$ cat config.mk
export PLATFORM = sky130hd
export DESIGN_NAME = abe_exec
export DESIGN_NICKNAME = d
export VERILOG_FILES = /design/src/design/abe_exec.v
export VERILOG_INCLUDE_DIRS = /design/src /design/src/design
export SDC_FILE = /design/constraint.sdc
export NUM_CORES = 2
export LEC_CHECK = 0
export BUFFER_PORTS_ARGS = -buffer_cell sky130_fd_sc_hd__buf_2
export CAP_MARGIN = 15
export CORE_ASPECT_RATIO = 1.5
export CORE_MARGIN = 5
export CORE_UTILIZATION = 45
export CTS_BUF_LIST = sky130_fd_sc_hd__clkbuf_4
export DETAILED_ROUTE_END_ITERATION = 12
export PLACE_DENSITY_LB_ADDON = 0.15
export SLEW_MARGIN = 20
export SYNTH_ARGS = -nofsm -noshare
export SYNTH_HDL_FRONTEND = slang
export SYNTH_SLANG_ARGS = --single-unit
$ cat constraint.sdc
create_clock -name clk_i -period 5.4 [get_ports clk_i]
set_input_delay 0 -clock clk_i [delete_from_list [all_inputs] [get_ports clk_i]]
set_output_delay 0 -clock clk_i [all_outputs]
set_load 0.01 [all_outputs]
$ cat src/design/abe_regs.vh
`ifndef ABE_REGS_VH
`define ABE_REGS_VH

// ----------------------------------------------------------------
// Bus map (byte addresses)
// ----------------------------------------------------------------
`define ABE_ADR_OP        12'h000
`define ABE_ADR_PC        12'h004
`define ABE_ADR_SREG      12'h008
`define ABE_ADR_STATUS    12'h00C
`define ABE_ADR_RET       12'h010
`define ABE_RGN_GPR       4'h1
`define ABE_RGN_IO        4'h2

// ----------------------------------------------------------------
// Command word fields
// ----------------------------------------------------------------
`define ABE_F_OP_LSB      0
`define ABE_F_RD_LSB      6
`define ABE_F_RR_LSB      11
`define ABE_F_BIT_LSB     17
`define ABE_F_LONG        20
`define ABE_F_K_LSB       21

// ----------------------------------------------------------------
// Status flag positions and low bit-addressable I/O limit
// ----------------------------------------------------------------
`define ABE_FLG_C         0
`define ABE_FLG_Z         1
`define ABE_FLG_N         2
`define ABE_FLG_V         3
`define ABE_FLG_S         4
`define ABE_FLG_H         5
`define ABE_IO_BIT_MAX    6'h1F
`define ABE_SREG_RST      8'h00
`define ABE_PC_RST        16'h0000

// ----------------------------------------------------------------
// Opcodes
// ----------------------------------------------------------------
`define ABE_OP_ADD        6'h00
`define ABE_OP_ADC        6'h01
`define ABE_OP_SUB        6'h02
`define ABE_OP_SUBK       6'h03
`define ABE_OP_SUBC       6'h04
`define ABE_OP_SUBCK      6'h05
`define ABE_OP_AND        6'h06
`define ABE_OP_ANDK       6'h07
`define ABE_OP_OR         6'h08
`define ABE_OP_ORK        6'h09
`define ABE_OP_XOR        6'h0A
`define ABE_OP_CLRBITS    6'h0B
`define ABE_OP_TEST       6'h0C
`define ABE_OP_WADD       6'h0D
`define ABE_OP_WSUB       6'h0E
`define ABE_OP_CMP        6'h0F
`define ABE_OP_CMPC       6'h10
`define ABE_OP_CMPK       6'h11
`define ABE_OP_CMPSKIP    6'h12
`define ABE_OP_RBCSKIP    6'h13
`define ABE_OP_RBSSKIP    6'h14
`define ABE_OP_IOCSKIP    6'h15
`define ABE_OP_IOSSKIP    6'h16
`define ABE_OP_IOSET      6'h17
`define ABE_OP_IOCLR      6'h18
`define ABE_OP_RJUMP      6'h19
`define ABE_OP_RELCALL    6'h1A
`define ABE_OP_PJUMP      6'h1B
`define ABE_OP_PCALL      6'h1C
`define ABE_OP_BRFS       6'h1D
`define ABE_OP_BRFC       6'h1E
`define ABE_OP_BRZSET     6'h1F
`define ABE_OP_BRZCLR     6'h20
`define ABE_OP_BRCSET     6'h21
`define ABE_OP_BRCCLR     6'h22
`define ABE_OP_BRHIS      6'h23
`define ABE_OP_BRLOW      6'h24

// ----------------------------------------------------------------
// Cycle counts
// ----------------------------------------------------------------
`define ABE_CYC_1         2'd1
`define ABE_CYC_2         2'd2
`define ABE_CYC_3         2'd3

`endif

$ cat src/design/abe_exec.v
// Contract
// - Bit set, clear and test-skip work only on I/O addresses 0x00 to 0x1F.
// - I/O bit set or clear changes the addressed bit and nothing else.
// - I/O bit-test skips skip on clear or set bit, taking 1, 2 or 3 cycles.
// - Add and add-with-carry store the sum, update Z C N V H, one cycle.
// - Word add and subtract immediate on a pair, update Z C N V S, two cycles.
// - Subtract forms store difference, less carry in the carry forms, update Z C N V H, one cycle.
// - AND, OR, XOR store result in one cycle, update Z N V only.
// - Clear-bits ANDs with 0xFF minus constant, updates Z N V.
// - Test ANDs a register with itself in one cycle, updates Z N V.
// - Relative call loads PC plus offset plus one in 3 cycles, jump in 2.
// - Pointer jump and call load PC from the pointer pair, 2 and 3 cycles.
// - Compare-skip-equal advances PC by 2 or 3 when equal, no flag changes.
// - Compare forms update Z N V C H without storing, one cycle.
// - Register bit-test skips skip on clear or set bit, 1, 2 or 3 cycles.
// - Flag branch loads PC plus offset plus one if true, 1 or 2 cycles.
// - Equal branches test Z, carry branches test C, same timing.
// - Same-or-higher branches on C clear, lower on C set.
//
// Local design decisions: the placing of the registers and the Wishbone register port.
`timescale 1ns/100ps
`include "abe_regs.vh"

module abe_exec (
  // Clock and reset
  input  wire        clk_i,
  input  wire        rst_i,
  // Wishbone slave
  input  wire        cyc_i,
  input  wire        stb_i,
  input  wire        we_i,
  input  wire [11:0] adr_i,
  input  wire [3:0]  sel_i,
  input  wire [31:0] dat_i,
  output reg  [31:0] dat_o,
  output reg         ack_o
);

  // ----------------------------------------------------------------
  // State
  // ----------------------------------------------------------------
  reg  [7:0]  gpr_q [0:31];
  reg  [7:0]  io_q  [0:63];
  reg  [15:0] pc_q;
  reg  [15:0] ret_q;
  reg  [7:0]  sreg_q;
  reg  [1:0]  cnt_q;
  reg  [1:0]  last_cyc_q;
  reg         taken_q;
  reg         bad_q;
  integer     i;

  // ----------------------------------------------------------------
  // Bus decode
  // ----------------------------------------------------------------
  wire        req     = cyc_i & stb_i & ~ack_o;
  wire        wr_req  = req & we_i;
  wire        busy    = (cnt_q != 2'd0);
  wire        is_gpr  = (adr_i[11:8] == `ABE_RGN_GPR) & ~adr_i[7];
  wire        is_io   = (adr_i[11:8] == `ABE_RGN_IO);
  wire        launch  = wr_req & (adr_i == `ABE_ADR_OP) & ~busy;

  // ----------------------------------------------------------------
  // Command fields
  // ----------------------------------------------------------------
  wire [5:0]  op      = dat_i[`ABE_F_OP_LSB +: 6];
  wire [4:0]  rd      = dat_i[`ABE_F_RD_LSB +: 5];
  wire [4:0]  rr      = dat_i[`ABE_F_RR_LSB +: 5];
  wire [5:0]  io_adr  = dat_i[`ABE_F_RR_LSB +: 6];
  wire [2:0]  bsel    = dat_i[`ABE_F_BIT_LSB +: 3];
  wire        nx_long = dat_i[`ABE_F_LONG];
  wire [10:0] koff    = dat_i[`ABE_F_K_LSB +: 11];
  wire [7:0]  kc      = dat_i[`ABE_F_K_LSB +: 8];
  wire [15:0] kw      = {10'h0, dat_i[`ABE_F_K_LSB +: 6]};
  // Sign extension lets targets fall before the current instruction
  wire [15:0] koff16  = {{5{koff[10]}}, koff};

  // ----------------------------------------------------------------
  // Shared 8-bit adder and subtractor
  // ----------------------------------------------------------------
  wire [7:0]  opa     = gpr_q[rd];
  wire [7:0]  opr     = gpr_q[rr];
  wire        use_k   = (op == `ABE_OP_SUBK) | (op == `ABE_OP_SUBCK) | (op == `ABE_OP_ANDK) |
                        (op == `ABE_OP_ORK) | (op == `ABE_OP_CMPK);
  wire        use_c   = (op == `ABE_OP_ADC) | (op == `ABE_OP_SUBC) | (op == `ABE_OP_SUBCK) |
                        (op == `ABE_OP_CMPC);
  wire [7:0]  opb     = use_k ? kc : opr;
  wire [8:0]  cin9    = {8'h00, use_c & sreg_q[`ABE_FLG_C]};
  wire [8:0]  sum9    = {1'b0, opa} + {1'b0, opb} + cin9;
  wire [8:0]  dif9    = {1'b0, opa} - {1'b0, opb} - cin9;
  wire [7:0]  sr      = sum9[7:0];
  wire [7:0]  dr      = dif9[7:0];
  wire        add_h   = (opa[3] & opb[3]) | (opb[3] & ~sr[3]) | (~sr[3] & opa[3]);
  wire        add_v   = (opa[7] & opb[7] & ~sr[7]) | (~opa[7] & ~opb[7] & sr[7]);
  wire        sub_h   = (~opa[3] & opb[3]) | (opb[3] & dr[3]) | (dr[3] & ~opa[3]);
  wire        sub_v   = (opa[7] & ~opb[7] & ~dr[7]) | (~opa[7] & opb[7] & dr[7]);
  // Carry forms keep Z only if the earlier byte was zero too, for multi-byte chains
  wire        sub_z   = (dr == 8'h00) & (~use_c | sreg_q[`ABE_FLG_Z]);

  // ----------------------------------------------------------------
  // Word pair arithmetic
  // ----------------------------------------------------------------
  wire [4:0]  rdl     = {rd[4:1], 1'b0};
  wire [4:0]  rdh     = {rd[4:1], 1'b1};
  wire [15:0] wop     = {gpr_q[rdh], gpr_q[rdl]};
  wire [15:0] wsum    = wop + kw;
  wire [15:0] wdif    = wop - kw;
  wire [15:0] ptr     = {gpr_q[5'd31], gpr_q[5'd30]};
  wire [15:0] pc_rel  = pc_q + koff16 + 16'h0001;
  wire [15:0] pc_skip = pc_q + (nx_long ? 16'h0003 : 16'h0002);
  wire [7:0]  io_val  = io_q[io_adr];
  wire        io_low  = (io_adr <= `ABE_IO_BIT_MAX);

  // ----------------------------------------------------------------
  // Execution decode
  // ----------------------------------------------------------------
  reg  [7:0]  res8;
  reg         wr8;
  reg  [15:0] res16;
  reg         wr16;
  reg  [7:0]  nx_sreg;
  reg  [15:0] nx_pc;
  reg  [1:0]  nx_cyc;
  reg         io_wr;
  reg         io_bit;
  reg         skip;
  reg         brc;
  reg         call;
  reg         bad;

  // One decoder produces every effect; all of it commits on the launch edge
  always @* begin
    res8    = 8'h00;
    wr8     = 1'b0;
    res16   = 16'h0000;
    wr16    = 1'b0;
    nx_sreg = sreg_q;
    nx_pc   = pc_q + 16'h0001;
    nx_cyc  = `ABE_CYC_1;
    io_wr   = 1'b0;
    io_bit  = 1'b0;
    skip    = 1'b0;
    brc     = 1'b0;
    call    = 1'b0;
    bad     = 1'b0;
    case (op)
      `ABE_OP_ADD, `ABE_OP_ADC: begin
        res8 = sr;
        wr8  = 1'b1;
        nx_sreg[`ABE_FLG_Z] = (sr == 8'h00);
        nx_sreg[`ABE_FLG_C] = sum9[8];
        nx_sreg[`ABE_FLG_N] = sr[7];
        nx_sreg[`ABE_FLG_V] = add_v;
        nx_sreg[`ABE_FLG_H] = add_h;
      end
      `ABE_OP_SUB, `ABE_OP_SUBK, `ABE_OP_SUBC, `ABE_OP_SUBCK,
      `ABE_OP_CMP, `ABE_OP_CMPC, `ABE_OP_CMPK: begin
        res8 = dr;
        // Compares share the subtractor but never store
        wr8  = (op != `ABE_OP_CMP) & (op != `ABE_OP_CMPC) & (op != `ABE_OP_CMPK);
        nx_sreg[`ABE_FLG_Z] = sub_z;
        nx_sreg[`ABE_FLG_C] = dif9[8];
        nx_sreg[`ABE_FLG_N] = dr[7];
        nx_sreg[`ABE_FLG_V] = sub_v;
        nx_sreg[`ABE_FLG_H] = sub_h;
      end
      `ABE_OP_AND, `ABE_OP_ANDK, `ABE_OP_OR, `ABE_OP_ORK,
      `ABE_OP_XOR, `ABE_OP_CLRBITS, `ABE_OP_TEST: begin
        if ((op == `ABE_OP_AND) | (op == `ABE_OP_ANDK)) begin
          res8 = opa & opb;
        end else if ((op == `ABE_OP_OR) | (op == `ABE_OP_ORK)) begin
          res8 = opa | opb;
        end else if (op == `ABE_OP_XOR) begin
          res8 = opa ^ opr;
        end else if (op == `ABE_OP_CLRBITS) begin
          res8 = opa & (8'hFF - kc);
        end else begin
          res8 = opa & opa;
        end
        wr8 = 1'b1;
        // Carry and half carry stay as they were
        nx_sreg[`ABE_FLG_Z] = (res8 == 8'h00);
        nx_sreg[`ABE_FLG_N] = res8[7];
        nx_sreg[`ABE_FLG_V] = 1'b0;
      end
      `ABE_OP_WADD, `ABE_OP_WSUB: begin
        res16  = (op == `ABE_OP_WADD) ? wsum : wdif;
        wr16   = 1'b1;
        nx_cyc = `ABE_CYC_2;
        nx_sreg[`ABE_FLG_Z] = (res16 == 16'h0000);
        nx_sreg[`ABE_FLG_N] = res16[15];
        if (op == `ABE_OP_WADD) begin
          nx_sreg[`ABE_FLG_V] = ~wop[15] & res16[15];
          nx_sreg[`ABE_FLG_C] = ~res16[15] & wop[15];
        end else begin
          nx_sreg[`ABE_FLG_V] = wop[15] & ~res16[15];
          nx_sreg[`ABE_FLG_C] = res16[15] & ~wop[15];
        end
        nx_sreg[`ABE_FLG_S] = nx_sreg[`ABE_FLG_N] ^ nx_sreg[`ABE_FLG_V];
      end
      `ABE_OP_CMPSKIP: begin
        skip = (opa == opr);
      end
      `ABE_OP_RBCSKIP, `ABE_OP_RBSSKIP: begin
        skip = (opr[bsel] == (op == `ABE_OP_RBSSKIP));
      end
      `ABE_OP_IOCSKIP, `ABE_OP_IOSSKIP: begin
        bad  = ~io_low;
        skip = io_low & (io_val[bsel] == (op == `ABE_OP_IOSSKIP));
      end
      `ABE_OP_IOSET, `ABE_OP_IOCLR: begin
        bad    = ~io_low;
        io_wr  = io_low;
        io_bit = (op == `ABE_OP_IOSET);
        nx_cyc = `ABE_CYC_2;
      end
      `ABE_OP_RJUMP, `ABE_OP_RELCALL: begin
        nx_pc  = pc_rel;
        call   = (op == `ABE_OP_RELCALL);
        nx_cyc = call ? `ABE_CYC_3 : `ABE_CYC_2;
      end
      `ABE_OP_PJUMP, `ABE_OP_PCALL: begin
        nx_pc  = ptr;
        call   = (op == `ABE_OP_PCALL);
        nx_cyc = call ? `ABE_CYC_3 : `ABE_CYC_2;
      end
      `ABE_OP_BRFS, `ABE_OP_BRFC: begin
        brc = (sreg_q[bsel] == (op == `ABE_OP_BRFS));
      end
      `ABE_OP_BRZSET, `ABE_OP_BRZCLR: begin
        brc = (sreg_q[`ABE_FLG_Z] == (op == `ABE_OP_BRZSET));
      end
      `ABE_OP_BRCSET, `ABE_OP_BRCCLR: begin
        brc = (sreg_q[`ABE_FLG_C] == (op == `ABE_OP_BRCSET));
      end
      `ABE_OP_BRHIS, `ABE_OP_BRLOW: begin
        brc = (sreg_q[`ABE_FLG_C] == (op == `ABE_OP_BRLOW));
      end
      default: begin
        bad = 1'b1;
      end
    endcase
    // Skipping a two-word instruction costs one more cycle
    if (skip) begin
      nx_pc  = pc_skip;
      nx_cyc = nx_long ? `ABE_CYC_3 : `ABE_CYC_2;
    end
    if (brc) begin
      nx_pc  = pc_rel;
      nx_cyc = `ABE_CYC_2;
    end
    // An unknown or out-of-range command leaves registers, I/O, SREG, PC and return address alone; only the status word records it
    if (bad) begin
      wr8     = 1'b0;
      io_wr   = 1'b0;
      nx_sreg = sreg_q;
      nx_pc   = pc_q;
    end
  end

  // ----------------------------------------------------------------
  // Register file, I/O space and core state
  // ----------------------------------------------------------------
  // Bus writes and command effects share one process so each array has a single driver
  always @(posedge clk_i) begin
    if (rst_i) begin
      for (i = 0; i < 32; i = i + 1) begin
        gpr_q[i] <= 8'h00;
      end
      for (i = 0; i < 64; i = i + 1) begin
        io_q[i] <= 8'h00;
      end
      pc_q       <= `ABE_PC_RST;
      ret_q      <= `ABE_PC_RST;
      sreg_q     <= `ABE_SREG_RST;
      cnt_q      <= 2'd0;
      last_cyc_q <= 2'd0;
      taken_q    <= 1'b0;
      bad_q      <= 1'b0;
    end else begin
      if (busy) begin
        cnt_q <= cnt_q - 2'd1;
      end
      if (launch) begin
        cnt_q      <= nx_cyc - 2'd1;
        last_cyc_q <= nx_cyc;
        taken_q    <= skip | brc;
        bad_q      <= bad;
        sreg_q     <= nx_sreg;
        pc_q       <= nx_pc;
        if (call & ~bad) begin
          ret_q <= pc_q + 16'h0001;
        end
        if (wr8) begin
          gpr_q[rd] <= res8;
        end
        if (wr16) begin
          gpr_q[rdl] <= res16[7:0];
          gpr_q[rdh] <= res16[15:8];
        end
        // Only the addressed bit moves; write-one-to-clear neighbours stay untouched
        if (io_wr) begin
          io_q[io_adr][bsel] <= io_bit;
        end
      end else if (wr_req & ~busy) begin
        if ((adr_i == `ABE_ADR_PC) & sel_i[0]) begin
          pc_q[7:0] <= dat_i[7:0];
        end
        if ((adr_i == `ABE_ADR_PC) & sel_i[1]) begin
          pc_q[15:8] <= dat_i[15:8];
        end
        if ((adr_i == `ABE_ADR_SREG) & sel_i[0]) begin
          sreg_q <= dat_i[7:0];
        end
        if (is_gpr & sel_i[0]) begin
          gpr_q[adr_i[6:2]] <= dat_i[7:0];
        end
        if (is_io & sel_i[0]) begin
          io_q[adr_i[7:2]] <= dat_i[7:0];
        end
      end
    end
  end

  // ----------------------------------------------------------------
  // Wishbone answer
  // ----------------------------------------------------------------
  // Ack is one registered cycle; unmapped reads return zero and writes are dropped
  always @(posedge clk_i) begin
    if (rst_i) begin
      ack_o <= 1'b0;
      dat_o <= 32'h00000000;
    end else begin
      ack_o <= req;
      dat_o <= 32'h00000000;
      if (req & ~we_i) begin
        if (adr_i == `ABE_ADR_PC) begin
          dat_o <= {16'h0000, pc_q};
        end else if (adr_i == `ABE_ADR_SREG) begin
          dat_o <= {24'h000000, sreg_q};
        end else if (adr_i == `ABE_ADR_STATUS) begin
          dat_o <= {26'h0, bad_q, taken_q, last_cyc_q, 1'b0, busy};
        end else if (adr_i == `ABE_ADR_RET) begin
          dat_o <= {16'h0000, ret_q};
        end else if (is_gpr) begin
          dat_o <= {24'h000000, gpr_q[adr_i[6:2]]};
        end else if (is_io) begin
          dat_o <= {24'h000000, io_q[adr_i[7:2]]};
        end
      end
    end
  end

endmodule // abe_exec

==> results.md <==
- CTS H-tree depth: 4
- Post-route clock period utilization: between 90% and 100%
- Area Overhead vs Synth: 12.5%
- RSZ-0062 raised after global routing: yes
- RR Startpoint: gpr_q[29][0]
- Final Skew: 0.0889 ns
- Hold wc startpoint: dat_i[20]
- # DRC: 0
- Critical path required time: approximately 6.4 ns
- FP Rows: 156
- Final instance area: a little over 60000 µm²
- Slew Viols, Final: 0
- R2R cell count: 20
- Register bit total from synthesis: roughly 830
- Initial DRC count: between 5000 and 6000
- Pre-Repair DR Iteration Count: 8
- GRT Util Overall: between 30% and 40%
- Io pins: 86
- Total congestion overflow: 0
- Die height: 437 µm
- GP Congestion: between 1 and 1.5
- Full die area: 129000 µm²
- Async SR Flop Fraction: 0%
- Internal: 11.2 mW
- Synth top area share: approximately 42%
- Clk network pwr share: 34.7%
- Buffer depth of the longest clock path: 3
- Number of global-route vias before repair: around 45000
- Mapped Area: 54600 µm²
- Leading cell types in the layout, fill and taps excluded: 768 x edfxtp_1, 694 x nor2_1, 517 x o21ai_0, 481 x mux4_2, 355 x nand2_1
- Final hold vios: 0
- Sequential share of power: 45.7%
- Ranking of synthesized cells by area: edfxtp_1 42%, mux4_2 20%, nor2_1 4.8%, o21ai_0 4.7%, mux2i_1 3.6%
- Final setup violation count: 0
- Antenna violations before repair: 8
- PortBufs: 67
- WL/cell: 33.4 µm
- Synthesized instance count: 4844
- Sink Count: 831
- Via Count: between 40000 and 50000
- Number of synthesis warnings: 0
- Worst reg2reg path endpoint: gpr_q[20][6]
- Largest net degree at the start of global routing: about 230
- CTS tree: built
- DP HPWL: 157000 µm
- Max Cap Violations: 0
- Final setup TNS: 0 ns
- Hold EP: pc_q[0]
- Outcome: finished, final reports clean
- Leak: 20.9 nW
- Root Driver: clkbuf_4
- Synthesized area per cell: about 11 µm²
- Cell taking the most area after synthesis: edfxtp_1
- Total CTS buffers: 209
- Slew margin rel.: 22.8%
- Switch share: 30.1%
- Fmax: 189 MHz
- Ys flop type: edfxtp_1
- Number of flops mapped to enable cells by yosys: 768
- Max VDD drop: a little over 0.0002 V
- Clock slew at reported path FFs: 0.06 ns
- CP endpoint kind: flop
- Combinational Power Share: between 10% and 20%
- Total power: around 16 mW
- Fillers: around 11000
- Width of the chip: 294 µm
- Seq/Total Area, Yosys: 44.6%
- Crit path max fanout: 7
- Core Util, Final: slightly above 50%
- Slew @ Worst Pin: ~1.2 ns
- Post-route minimum period: approximately 5.3 ns
- Fin nets: approximately 5000
- Routed WL: around 220000 µm
- Startpoint types: flop
- Hold Path Stages: 6
- Most common cell after layout, fill and taps aside: edfxtp_1
- Placed inst area: 57400 µm²
- Initial Util: 45.3%
- Share of cells above drive strength 1: 24.6%
- Worst-Skew Late Latency: 1.27 ns
- ANT nets after route: 0
- Vias/cell: roughly 6.8
- First-pass GRT wire length: 318000 µm
- Hold Crit Class: input pin to flop
- FF-to-FF setup slack: 0.10 ns
- Worst endpoint data arrival time: between 6 and 7 ns
- WS Path Type: flop to flop
- Core area: 121000 µm²
- Net Switching: a little under 5 mW
- Unique cell type count in the Yosys netlist: 82
- Power per cell area: approximately 260 nW/µm²
## worst max-delay path: stages, from the launching register on
cell	delay, ns
edfxtp_1	0.41
mux4_2	0.58
a22o_1	0.28
a221oi_2	0.26
nand3_4	0.21
buf_6	0.17
mux2_2	0.27
buf_4	0.15
fa_2	0.39
fa_2	0.41
nand2b_1	0.08
a21oi_1	0.12
o21bai_1	0.16
a21oi_1	0.11
xnor2_1	0.17
a222oi_1	0.31
buf_4	0.20
nand2_1	0.09
o21ai_4	0.24
clkbuf_16	0.27
o22ai_1	0.09
## cell usage after synthesis, drive strengths merged, types with 7 or more instances
cell     number
nand2       357
o221a         7
a221oi       19
nand4        17
inv          56
and3         18
o31ai        15
fa            7
a21o         17
a2111oi       7
dfxtp        63
ha           64
buf         161
xor2         28
and2         15
mux2i       197
nor3         39
or4           8
o211ai       12
nor4         13
a22o          9
a21oi       102
xnor2        47
or3          14
nand2b       32
a31oi        27
o22ai       262
mux4        481
o21ai       536
o21bai        9
nand4b        8
nor2b        32
edfxtp      768
clkbuf      379
a211oi       25
o221ai       15
mux2         23
nor2        697
nand3        71
or2          14
a22oi        90
## per-stage QoR
step           cells  hold slack, ns  setup WS [ns]
2_1_floorplan   4859           0.150          0.108
3_3_place_gp    6237           0.314        -0.0206
3_5_place_dp    6237           0.324        -0.0308
4_1_cts         6710          0.0142         0.0231
5_1_grt         6730          0.0708       -0.00497
6_report        6736          0.0884          0.105
## state kept, by name (all words and copies together) (netlist names)
register and cells:
io_q 512, gpr_q 256, pc_q 16, bad_q 1, last_cyc_q 2, sreg_q 8
ret_q 16, cnt_q 2, taken_q 1, dat_o 16, ack_o 1
## what timing repair did
| action | in CTS | in global routing |
|---|---|---|
| buffers inserted | 0 | 6 |
| gates resized for setup | 1 | 30 |
| gates cloned | 0 | 4 |
| pin swaps | 0 | 4 |
| hold buffers | 105 | 0 |
| endpoints found under the hold margin | 776 | 0 |
| endpoints found under the setup margin | 20 | 134 |
## area by class of cell
class                   count  area [µm²]  area share [%]
well taps                1580        1980            3.22
diodes                     16        40.0          0.0652
inverters                  59         229           0.373
clock inverters            61         369           0.601
multi-input cells        3429       28100            45.8
repair buffers            453        4030            6.55
flip-flops and latches    831       24300            39.6
clock buffers             307        2300            3.75
## routing by layer
layer / global-route usage, % / share of wire, % / wire [µm] / vias up
li1: - / - / - / 19100
met1: 38.0 / 32 / 72400 / 22900
met3: 7.57 / 9.3 / 21000 / 946
met5: 0 / 0.0053 / 12 / -
met2: 55.3 / 48 / 107000 / 3089
met4: 28.3 / 11 / 24300 / 2
## worst max-delay path by stage
| stage | from | end | slack, ns |
|---|---|---|---|
| 3_3_place_gp | gpr_q[28][0] | gpr_q[30][6] | -0.02 |
| 2_1_floorplan | dat_i[7] | gpr_q[11][6] | 0.11 |
| 4_1_cts | gpr_q[28][0] | gpr_q[16][6] | 0.02 |
| 3_5_place_dp | gpr_q[29][0] | gpr_q[30][6] | -0.03 |
| 6_report | gpr_q[29][0] | gpr_q[20][6] | 0.10 |
| 5_1_grt | gpr_q[31][0] | gpr_q[2][6] | -0.005 |
## power groups by stage
stage	clock network, mW	logic (mW)	registers [mW]
after global placement	0	2.94	7.46
after detailed placement	0	2.95	7.47
after global routing	5.97	3.25	7.35
after CTS	5.63	3.01	7.33
final	5.57	3.16	7.33
after floorplan	0	1.82	7.40
## cell families (layout without fill, tap and decap cells)
group / Yosys count / count (layout) / synth area share, %
AND/OR/NAND/NOR: 1349 / 1349 / 10.5
AO/OA/AOI/OAI: 1217 / 1217 / 13.5
flip-flops: 831 / 831 / 44.6
multiplexers: 701 / 701 / 23.9
buffers and inverters: 599 / 880 / 4.55
XOR/XNOR: 75 / 75 / 1.20
adder cells (fa/ha/maj): 71 / 71 / 1.72
other: 1 / 32 / 0.00687
Power figures use the tool's default switching activity.
